## src/tag_map.svh

```systemverilog
// Purpose: constants of the ticket version query and page read exchange
// Assumes: 125 MHz core clock, 13.56 MHz carrier for frame delay figures
// Notes: definitions only
`ifndef TAG_MAP_SVH
`define TAG_MAP_SVH

// ----------------------------------------------------------------
// command codes and reply layout
// ----------------------------------------------------------------
`define CMD_VERSION 8'h60
`define CMD_READ 8'h30
`define VERSION_LEN 5'd8
`define READ_LEN 5'd16
`define VERSION_HEADER 8'h00
`define STORE_SMALL 8'h0b
`define STORE_LARGE 8'h0e
`define NAK_ARG 4'h0
`define NAK_CRC 4'h1

// ----------------------------------------------------------------
// memory layout
// ----------------------------------------------------------------
`define LAST_SMALL 8'h13
`define LAST_LARGE 8'h28
`define PAGE_COUNT 41
`define PWD_BACK 8'h01
`define RX_MAX 5'd18
`define FIFO_DEPTH 4

// ----------------------------------------------------------------
// framing crc
// ----------------------------------------------------------------
`define CRC_INIT 16'h6363
`define CRC_POLY 16'h8408

// ----------------------------------------------------------------
// timing
// ----------------------------------------------------------------
`define CLK_HZ 64'd125000000
`define FC_HZ 64'd13560000
`define FDT_N 64'd9
`define FDT_CYC int'(((`FDT_N * 64'd128 + 64'd84) * `CLK_HZ + `FC_HZ - 64'd1) / `FC_HZ)
`define TIMEOUT_US 64'd5000
`define TIMEOUT_CYC int'(`TIMEOUT_US * `CLK_HZ / 64'd1000000)

`endif

```

## src/tag_pkg.sv

```systemverilog
// Purpose: shared types and helpers for both ends of the ticket link
// Assumes: constants come from tag_map.svh
// Notes: crc is the reflected type a crc, low byte sent first
`include "tag_map.svh"
package tag_pkg;

	// ----------------------------------------------------------------
	// link word and state types
	// ----------------------------------------------------------------
	typedef struct packed {
		logic short_f;
		logic last;
		logic [7:0] data;
	} link_word_type;

	typedef enum logic [2:0] {
		C_IDLE = 3'b001,
		C_WAIT = 3'b010,
		C_SEND = 3'b100
	} card_state_type;

	typedef enum logic [2:0] {
		R_IDLE = 3'b001,
		R_SEND = 3'b010,
		R_WAIT = 3'b100
	} reader_state_type;

	typedef enum logic [1:0] {
		K_VER = 2'd0,
		K_READ = 2'd1,
		K_NAK = 2'd2
	} reply_kind_type;

	// ----------------------------------------------------------------
	// helpers
	// ----------------------------------------------------------------
	// one byte through the crc, lsb first
	function automatic logic [15:0] crc_step(input logic [15:0] c, input logic [7:0] b);
		logic [15:0] r;
		r = c ^ {8'h00, b};
		for (int i = 0; i < 8; i++) begin
			r = r[0] ? ((r >> 1) ^ `CRC_POLY) : (r >> 1);
		end
		return r;
	endfunction

	// next page inside the window that ends before lim
	function automatic logic [7:0] next_page(input logic [7:0] p, input logic [7:0] lim);
		return ((p + 8'h01) >= lim) ? 8'h00 : p + 8'h01;
	endfunction

endpackage

```

## src/tag_link_if.sv

```systemverilog
// Purpose: byte level link between reader and card
// Assumes: one clock, both ends synchronous to it
// Notes: rsp_short marks a four bit answer in data[3:0]
interface tag_link_if;
	logic cmd_valid;
	logic [7:0] cmd_data;
	logic cmd_last;
	logic cmd_err;
	logic rsp_valid;
	logic rsp_ready;
	logic [7:0] rsp_data;
	logic rsp_last;
	logic rsp_short;

	modport card (input cmd_valid, cmd_data, cmd_last, cmd_err, rsp_ready,
		output rsp_valid, rsp_data, rsp_last, rsp_short);
	modport reader (output cmd_valid, cmd_data, cmd_last, cmd_err, rsp_ready,
		input rsp_valid, rsp_data, rsp_last, rsp_short);
endinterface

```

## src/tag_fifo.sv

```systemverilog
// Purpose: small flop fifo with valid and ready on both sides
// Assumes: DEPTH is a power of two
// Notes: full shows as in_ready low, empty as out_valid low
module tag_fifo #(
	parameter int WIDTH = 10,
	parameter int DEPTH = 4
) (
	input wire logic core_clk,
	input wire logic nrst,
	input wire logic in_valid,
	output logic in_ready,
	input wire logic [WIDTH-1:0] in_data,
	output logic out_valid,
	input wire logic out_ready,
	output logic [WIDTH-1:0] out_data
);
	localparam int AW = $clog2(DEPTH);
	localparam int CW = $clog2(DEPTH + 1);

	typedef struct packed {
		logic [DEPTH-1:0][WIDTH-1:0] mem;
		logic [AW-1:0] wr;
		logic [AW-1:0] rd;
		logic [CW-1:0] cnt;
	} fifo_reg_type;

	fifo_reg_type q, d;
	logic push, pop;

	// ----------------------------------------------------------------
	// flags and next state
	// ----------------------------------------------------------------
	assign in_ready = (q.cnt != CW'(DEPTH));
	assign out_valid = (q.cnt != '0);
	assign out_data = q.mem[q.rd];
	assign push = in_valid && in_ready;
	assign pop = out_valid && out_ready;

	// push and pop may share a cycle, count then stands still
	always_comb begin
		d = q;
		if (push) begin
			d.mem[q.wr] = in_data;
			d.wr = q.wr + AW'(1);
		end
		if (pop) begin
			d.rd = q.rd + AW'(1);
		end
		d.cnt = q.cnt + CW'(push) - CW'(pop);
	end

	always_ff @(posedge core_clk or negedge nrst) begin
		if (!nrst) begin
			q <= '0;
		end else begin
			q <= d;
		end
	end
endmodule

```

## src/tag_card.sv

```systemverilog
// Purpose: card end, answers version query and four page read
// Assumes: reader holds off a new command until the answer is complete
// Notes: page contents are loaded from the user side over load_*
// Summary of operation
// - version query is one byte plus crc
// - version reply is eight bytes plus crc
// - reply order header, vendor, type, subtype, versions, size, protocol
// - size byte upper seven bits hold exponent
// - size lsb set when between powers
// - size byte 0bh small, 0eh large
// - answer after frame delay nine, 5 ms timeout
// - read takes start page, returns four pages
// - unprotected start pages run 00h to last page
// - start page beyond range gets nak
// - pages past the last wrap to 00h
// - unauthenticated read at protected page gets nak
// - unauthenticated read wraps before protected page
// - authenticated read ignores protection
// - password pages always read as zeros
// - frames end in two byte crc
// - ack and nak go as four bit frames
// - invalid argument gives nak code 0h
// - parity or crc error gives nak code 1h
module tag_card
	import tag_pkg::*;
#(
	parameter logic LARGE = 1'b0,
	parameter logic [7:0] VENDOR_CODE = 8'ha5, // arbitrary value
	parameter logic [7:0] PRODUCT_TYPE = 8'h5c, // arbitrary value
	parameter logic [7:0] PRODUCT_SUBTYPE = 8'h3d, // arbitrary value
	parameter logic [7:0] MAJOR_VERSION = 8'h2e, // arbitrary value
	parameter logic [7:0] MINOR_VERSION = 8'h7b, // arbitrary value
	parameter logic [7:0] PROTOCOL_TYPE = 8'h69, // arbitrary value
	parameter int FDT_CYCLES = `FDT_CYC
) (
	input wire logic core_clk,
	input wire logic nrst,
	tag_link_if.card link,
	input wire logic authenticated,
	input wire logic [7:0] protection_start_page,
	input wire logic load_valid,
	input wire logic [7:0] load_page,
	input wire logic [31:0] load_data,
	output logic busy
);
	localparam logic [7:0] LAST = LARGE ? `LAST_LARGE : `LAST_SMALL;
	localparam logic [7:0] STORE = LARGE ? `STORE_LARGE : `STORE_SMALL;
	localparam logic [7:0] PWD_PAGE = LAST - `PWD_BACK;

	typedef struct packed {
		card_state_type st;
		logic [`PAGE_COUNT-1:0][31:0] mem;
		logic [2:0] rx_cnt;
		logic [7:0] cmd;
		logic [7:0] arg;
		logic [15:0] rx_crc;
		logic rx_bad;
		logic [15:0] wait_cnt;
		reply_kind_type kind;
		logic [3:0] nak_code;
		logic [4:0] idx;
		logic [7:0] page;
		logic [7:0] limit;
		logic [15:0] tx_crc;
		logic busy;
	} card_reg_type;

	card_reg_type q, d;
	link_word_type tx_word;
	logic tx_valid, tx_ready;
	logic [7:0] data_byte;
	logic [4:0] data_len;
	logic prot_on;
	link_word_type out_word;

	// ----------------------------------------------------------------
	// reply byte selection
	// ----------------------------------------------------------------
	function automatic logic [7:0] version_byte(input logic [2:0] i);
		logic [7:0] b;
		unique case (i)
			3'd0: b = `VERSION_HEADER;
			3'd1: b = VENDOR_CODE;
			3'd2: b = PRODUCT_TYPE;
			3'd3: b = PRODUCT_SUBTYPE;
			3'd4: b = MAJOR_VERSION;
			3'd5: b = MINOR_VERSION;
			3'd6: b = STORE;
			3'd7: b = PROTOCOL_TYPE;
		endcase
		return b;
	endfunction

	// password and its ack never leave the card
	function automatic logic [7:0] page_byte(input logic [7:0] p, input logic [1:0] i,
		input logic [`PAGE_COUNT-1:0][31:0] m);
		logic [31:0] w;
		w = m[p[5:0]];
		if (p >= PWD_PAGE) begin
			w = 32'h0000_0000;
		end
		return w[8*i +: 8];
	endfunction

	assign prot_on = !authenticated && (protection_start_page <= LAST);
	assign data_len = (q.kind == K_VER) ? `VERSION_LEN : `READ_LEN;
	assign data_byte = (q.kind == K_VER) ? version_byte(q.idx[2:0])
		: page_byte(q.page, q.idx[1:0], q.mem);
	assign busy = q.busy;

	// ----------------------------------------------------------------
	// receive, wait out the frame delay, then answer
	// ----------------------------------------------------------------
	always_comb begin
		d = q;
		tx_valid = 1'b0;
		tx_word = '0;
		if (load_valid && (load_page <= LAST)) begin
			d.mem[load_page[5:0]] = load_data;
		end
		unique case (q.st)
			C_IDLE: begin
				if (link.cmd_valid) begin
					d.rx_crc = crc_step(q.rx_crc, link.cmd_data);
					d.rx_bad = q.rx_bad | link.cmd_err;
					if (q.rx_cnt == 3'd0) begin
						d.cmd = link.cmd_data;
					end
					if (q.rx_cnt == 3'd1) begin
						d.arg = link.cmd_data;
					end
					if (q.rx_cnt != 3'd7) begin
						d.rx_cnt = q.rx_cnt + 3'd1;
					end
					if (link.cmd_last) begin
						d.st = C_WAIT;
						d.busy = 1'b1;
						d.wait_cnt = 16'h0000;
					end
				end
			end
			C_WAIT: begin
				// the decision waits for the delay so a late protection change still counts
				d.wait_cnt = q.wait_cnt + 16'h0001;
				if (q.wait_cnt >= 16'(FDT_CYCLES - 1)) begin
					d.st = C_SEND;
					d.idx = 5'd0;
					d.tx_crc = `CRC_INIT;
					d.kind = K_NAK;
					d.nak_code = `NAK_ARG;
					d.page = q.arg;
					d.limit = prot_on ? protection_start_page : LAST + 8'h01;
					if (q.rx_bad || q.rx_crc != 16'h0000 || q.rx_cnt < 3'd3) begin
						d.nak_code = `NAK_CRC;
					end else if (q.cmd == `CMD_VERSION) begin
						if (q.rx_cnt == 3'd3) begin
							d.kind = K_VER;
						end
					end else if (q.cmd == `CMD_READ) begin
						if (q.rx_cnt == 3'd4 && q.arg <= LAST
							&& !(prot_on && q.arg >= protection_start_page)) begin
							d.kind = K_READ;
						end
					end else begin
						// unknown commands stay silent
						d.st = C_IDLE;
						d.busy = 1'b0;
					end
					d.rx_cnt = 3'd0;
					d.rx_crc = `CRC_INIT;
					d.rx_bad = 1'b0;
				end
			end
			C_SEND: begin
				tx_valid = 1'b1;
				if (q.kind == K_NAK) begin
					tx_word = '{short_f: 1'b1, last: 1'b1, data: {4'h0, q.nak_code}};
				end else if (q.idx < data_len) begin
					tx_word.data = data_byte;
				end else if (q.idx == data_len) begin
					tx_word.data = q.tx_crc[7:0];
				end else begin
					tx_word.data = q.tx_crc[15:8];
					tx_word.last = 1'b1;
				end
				if (tx_ready) begin
					d.idx = q.idx + 5'd1;
					if (q.idx < data_len) begin
						d.tx_crc = crc_step(q.tx_crc, data_byte);
						if (q.idx[1:0] == 2'd3) begin
							d.page = next_page(q.page, q.limit);
						end
					end
					if (tx_word.last) begin
						d.st = C_IDLE;
						d.busy = 1'b0;
					end
				end
			end
		endcase
	end

	// ----------------------------------------------------------------
	// state register
	// ----------------------------------------------------------------
	always_ff @(posedge core_clk or negedge nrst) begin
		if (!nrst) begin
			q <= '{st: C_IDLE, rx_crc: `CRC_INIT, tx_crc: `CRC_INIT, kind: K_VER, default: '0};
		end else begin
			q <= d;
		end
	end

	// ----------------------------------------------------------------
	// answer buffer, stalls the sender when the reader holds off
	// ----------------------------------------------------------------
	tag_fifo #(.WIDTH($bits(link_word_type)), .DEPTH(`FIFO_DEPTH)) u_fifo (
		.core_clk(core_clk),
		.nrst(nrst),
		.in_valid(tx_valid),
		.in_ready(tx_ready),
		.in_data(tx_word),
		.out_valid(link.rsp_valid),
		.out_ready(link.rsp_ready),
		.out_data(out_word)
	);

	assign link.rsp_data = out_word.data;
	assign link.rsp_last = out_word.last;
	assign link.rsp_short = out_word.short_f;
endmodule

```

## src/flat_wrapper.sv

```systemverilog
// flat-port wrapper written by rule: the top's interface ports become plain ports
module tag_card_flat import tag_pkg::*;
#(
	parameter logic LARGE = 1'b0,
	parameter logic [7:0] VENDOR_CODE = 8'ha5,                   
	parameter logic [7:0] PRODUCT_TYPE = 8'h5c,                   
	parameter logic [7:0] PRODUCT_SUBTYPE = 8'h3d,                   
	parameter logic [7:0] MAJOR_VERSION = 8'h2e,                   
	parameter logic [7:0] MINOR_VERSION = 8'h7b,                   
	parameter logic [7:0] PROTOCOL_TYPE = 8'h69,                   
	parameter int FDT_CYCLES = `FDT_CYC
)
  (core_clk, nrst, authenticated, protection_start_page, load_valid, load_page, load_data, busy, link_cmd_valid, link_cmd_data, link_cmd_last, link_cmd_err, link_rsp_ready, link_rsp_valid, link_rsp_data, link_rsp_last, link_rsp_short);
  tag_link_if link_i ();
  input wire logic core_clk;
  input wire logic nrst;
  input wire logic authenticated;
  input wire logic [7:0] protection_start_page;
  input wire logic load_valid;
  input wire logic [7:0] load_page;
  input wire logic [31:0] load_data;
  output logic busy;
  input wire logic [$bits(link_i.cmd_valid)-1:0] link_cmd_valid;
  input wire logic [$bits(link_i.cmd_data)-1:0] link_cmd_data;
  input wire logic [$bits(link_i.cmd_last)-1:0] link_cmd_last;
  input wire logic [$bits(link_i.cmd_err)-1:0] link_cmd_err;
  input wire logic [$bits(link_i.rsp_ready)-1:0] link_rsp_ready;
  output wire logic [$bits(link_i.rsp_valid)-1:0] link_rsp_valid;
  output wire logic [$bits(link_i.rsp_data)-1:0] link_rsp_data;
  output wire logic [$bits(link_i.rsp_last)-1:0] link_rsp_last;
  output wire logic [$bits(link_i.rsp_short)-1:0] link_rsp_short;
  assign link_i.cmd_valid = link_cmd_valid;
  assign link_i.cmd_data = link_cmd_data;
  assign link_i.cmd_last = link_cmd_last;
  assign link_i.cmd_err = link_cmd_err;
  assign link_i.rsp_ready = link_rsp_ready;
  assign link_rsp_valid = link_i.rsp_valid;
  assign link_rsp_data = link_i.rsp_data;
  assign link_rsp_last = link_i.rsp_last;
  assign link_rsp_short = link_i.rsp_short;
  tag_card #(.LARGE(LARGE), .VENDOR_CODE(VENDOR_CODE), .PRODUCT_TYPE(PRODUCT_TYPE), .PRODUCT_SUBTYPE(PRODUCT_SUBTYPE), .MAJOR_VERSION(MAJOR_VERSION), .MINOR_VERSION(MINOR_VERSION), .PROTOCOL_TYPE(PROTOCOL_TYPE), .FDT_CYCLES(FDT_CYCLES)) u_core (.core_clk(core_clk), .nrst(nrst), .link(link_i), .authenticated(authenticated), .protection_start_page(protection_start_page), .load_valid(load_valid), .load_page(load_page), .load_data(load_data), .busy(busy));
endmodule
```

## config.mk

```make
export PLATFORM = sky130hd
export DESIGN_NAME = tag_card_flat
export DESIGN_NICKNAME = d
export VERILOG_FILES = /design/src/tag_pkg.sv /design/src/tag_link_if.sv /design/src/tag_fifo.sv /design/src/tag_card.sv /design/src/flat_wrapper.sv
export VERILOG_INCLUDE_DIRS = /design/src
export SDC_FILE = /design/constraint.sdc
export NUM_CORES = 2
export LEC_CHECK = 0
export ABC_AREA = 1
export BUFFER_PORTS_ARGS = -buffer_cell sky130_fd_sc_hd__buf_4
export CAP_MARGIN = 10
export CELL_PAD_IN_SITES_DETAIL_PLACEMENT = 1
export CELL_PAD_IN_SITES_GLOBAL_PLACEMENT = 2
export CORE_MARGIN = 2
export CORE_UTILIZATION = 41
export CTS_BUF_LIST = sky130_fd_sc_hd__clkbuf_16
export CTS_CLUSTER_DIAMETER = 50
export DETAILED_ROUTE_END_ITERATION = 12
export HOLD_SLACK_MARGIN = 0.12
export PLACE_DENSITY = 0.95
export SLEW_MARGIN = 20
export SYNTH_ARGS = -nofsm -noshare
export SYNTH_HDL_FRONTEND = slang
export SYNTH_SLANG_ARGS = --single-unit
```

## constraint.sdc

```tcl
create_clock -name core_clk -period 6.41 [get_ports core_clk]
set_input_delay 1.6025 -clock core_clk [delete_from_list [all_inputs] [get_ports core_clk]]
set_output_delay 1.6025 -clock core_clk [all_outputs]
set_load 0.05 [all_outputs]
```

==> results by group <==
Critical path
  • Crit end category: output pin
  • Startpoint of the worst-slack reg-to-reg timing path: u_core.q[43]
  • Standard cell with the maximum stage delay on the critical path: sky130_fd_sc_hd__dfrtp_1
  • Cell count along the critical path: 4
  • Worst-case reg-to-reg path depth: 9
  • Data required time of the critical path: 4810 ps
  • End point of the critical path: link_rsp_short
  • Cell Chain, Critical Path: inv_1 > o21ai_0 > o22ai_1 > buf_4
  • Type of the worst setup path: reg2out
  • Arrival @ worst endpoint: 2830 ps
  • Combined buffer and inverter count along the critical path: 2
  • Critical path origin: u_core.u_fifo.q[3]
  • Maximum cell stage delay along the critical path: 860 ps
  • R2R Setup Slk: 2010 ps
  • Critical path startpoint category: flop
  • Critical path peak fanout: 23
  • Family with the most delay on the worst path: flip-flops
  • Endpoint of the most critical register-to-register path: u_core.q[26]

Clock network
  • CTS Buffer Depth: 3
  • Clk sink count: 1167
  • Hold buffers post-CTS: 0
  • CTS tree: built
  • H-Tree Depth: 4
  • Post-CTS Setup Bufs: 0
  • CTS clk-pin slew, worst paths: 60 ps
  • Count of cells resized by post-cts repair: 0
  • Clock Latency Late Sink: 780 ps
  • Total CTS buffers: 146
  • Root buf cell: sky130_fd_sc_hd__clkbuf_16

Synth
  • Cells after synthesis: 6315
  • Flop and latch count out of synthesis: 1167
  • Mapped Nets: 6421
  • Count of flip-flops with a built-in enable after synthesis: 0
  • Synthesized area divided by synthesized cell count: 8.30 um^2
  • Number of different library cells in the post-synthesis netlist: 48
  • Number of warning messages in the yosys log: 0
  • Fraction of the yosys area taken by sequential cells: 55.8%
  • Main synth FF type: sky130_fd_sc_hd__dfrtp_1
  • Combined area of all synthesized cells: 52400 um^2
  • Async set or reset register ratio after synthesis: 100%

Min path
  • Worst Hold Class: reg2reg

Floorplanning
  • Starting density of the core: 41.2%
  • Area of the die: 131000 um^2
  • Io pins: 76
  • Core region area: 127000 um^2
  • Y dimension of the die: 362 um
  • Number of placement rows: 131
  • Die extent in x: 362 um

Finish
  • Post-route insts no fill: 7566
  • Count of nets after finishing: 5889
  • Post-synthesis to final-layout area growth: 9.14%
  • Fraction of final layout cells with drive strength greater than 1: 7.32%
  • N_diodes: 0
  • Count of fill cells added during filler insertion: 14900
  • Most common cell after layout, fill and taps aside: sky130_fd_sc_hd__nand2_1
  • Leading cell types in the layout, fill and taps excluded: 1273 x sky130_fd_sc_hd__nand2_1, 1146 x sky130_fd_sc_hd__dfrtp_1, 1117 x sky130_fd_sc_hd__o21ai_0

Detailed routing
  • Number of DRC markers after the initial detailed-route iteration: 3349
  • Via Count: 41600
  • Post-detailed-route wirelength per cell: 20.8 um
  • 1st-pass router iterations: 7
  • Wire length after detailed routing: 157 mm
  • Via density per instance: 5.49
  • Final ANT Viol Nets: 0
  • DRC: 0

Power and ir drop
  • Largest voltage drop on the vdd net: 174 uV
  • Pwr dens: 297 nW/um^2
  • Pwr Total: 17.0 mW
  • Static Leakage: 26.9 nW

Timing
  • Post-layout worst setup margin: 1980 ps
  • Slew at the pin closest to its max-slew limit: 1080 ps
  • Setup TNS: 0 ps
  • Post-route clock period utilization: 69.1%
  • Worst-case hold slack: 369 ps
  • Crit path time final: 4430 ps
  • Final Max Slew Viols: 0
  • Setup-violating endpoint count in the final report: 0
  • Unrepaired setup endpoints after global routing: no
  • Upper clock frequency limit: 226 MHz
  • Max-slew headroom at the worst pin: 27.4%
  • Number of failing hold endpoints at the final stage: 0
  • Worst Clk Skew: 36.3 ps

Global route
  • Remaining global-route overflow: 0
  • Wire length of the first global-routing pass: 254 mm
  • Aggregate global-route resource usage: 24.3%
  • Maximum number of pins on one net before global-route repair: 172
  • Via count of the first global-routing pass: 45000
  • Antenna violations before repair: 1

Flow run
  • Number of violations of the max-capacitance limit: 0

Placed design
  • Post-DP HPWL: 87.9 mm
  • Inst Count DP: 7297
  • Placement-stage worst setup slack: 2080 ps
  • Number of port buffers: 75
  • Routability congestion estimate: 0.803

Status
  • Result of the run: complete, no violations
## how the worst min path moves through the flow
stage,slack (ps),end,start,depth (start not counted)
6_report,370,u_core.q[979],u_core.q[979],0
5_1_grt,380,u_core.q[1047],u_core.q[1047],0
4_1_cts,370,u_core.q[839],u_core.q[839],0
3_5_place_dp,360,u_core.q[830],u_core.q[830],0
3_3_place_gp,360,u_core.q[810],u_core.q[810],0
2_1_floorplan,420,u_core.q[1023],u_core.q[1023],1
## power by group
part / total (mW) / leakage (nW) / switching (mW) / internal (mW)
clock: 8.34 / 2.46 / 3.38 / 4.96
combinational: 0.986 / 8.45 / 0.705 / 0.281
sequential: 7.68 / 16.0 / 0.137 / 7.54
## worst reg2reg max path, stage by stage (launching register included)
cell,delay (ps)
sky130_fd_sc_hd__dfrtp_1,410
sky130_fd_sc_hd__nor2_1,640
sky130_fd_sc_hd__ha_1,390
sky130_fd_sc_hd__a21oi_1,430
sky130_fd_sc_hd__inv_1,410
sky130_fd_sc_hd__a21oi_2,460
sky130_fd_sc_hd__inv_1,350
sky130_fd_sc_hd__a21oi_1,880
sky130_fd_sc_hd__o21ai_0,220
sky130_fd_sc_hd__o21ai_0,120
## sequential cells by signal (all words and copies together), names as in the netlist
signal	count
u_core.u_fifo.q	47
u_core.q	1119
u_core.busy	1
## kinds of logic (layout without fill, tap and decap cells)
logic type      after synthesis  after routing  share of synthesized area, %
fa+ha+maj                    42             42                          1.02
buf+inv                    1068            657                          8.53
xor+xnor                     25             25                         0.418
compound gates             1422           1422                          14.4
flops                      1167           1167                          55.8
simple gates               2591           2591                          19.9
## cells in the mapped netlist (all sizes together) (8+ instances only)
library cell | number | area share [%]
nand2 | 1300 | 9.4
o21ai | 1203 | 11
dfrtp | 1150 | 55
nor2 | 826 | 5.9
clkbuf | 653 | 4.7
nand3 | 410 | 3.9
inv | 243 | 1.7
buf | 167 | 2.1
o211ai | 136 | 2.0
a21oi | 47 | 0.46
ha | 41 | 0.98
nor3 | 28 | 0.30
dfstp | 17 | 0.85
o22ai | 15 | 0.18
xor2 | 14 | 0.23
nand4 | 12 | 0.14
xnor2 | 11 | 0.18
nor4 | 8 | 0.11
## per-stage QoR
stage / utilization, % / area (um^2)
finish: 45.0 / 57200
global route: 45.0 / 57200
CTS: 45.0 / 57200
detailed placement: 41.1 / 52300
global placement: 41.1 / 52300
floorplan: - / 52400
## layer usage
layer	vias to the layer above	wire length [um]	track usage, %
li1	19200	-	-
met1	21200	71300	32.6
met2	845	75400	40.8
met3	248	5960	3.01
met4	0	4460	8.13
met5	-	0	0
## final cells by class
type	instances	area (um^2)	share of cell area, %
Sequential cell	1167	29200	51.1
Multi-Input combinational cell	4080	18800	32.8
Clock buffer	151	3780	6.61
Tap cell	1662	2080	3.64
Timing Repair Buffer	140	1260	2.20
Clock inverter	118	1120	1.97
Inverter	248	958	1.68
Power figures use the tool's default switching activity.
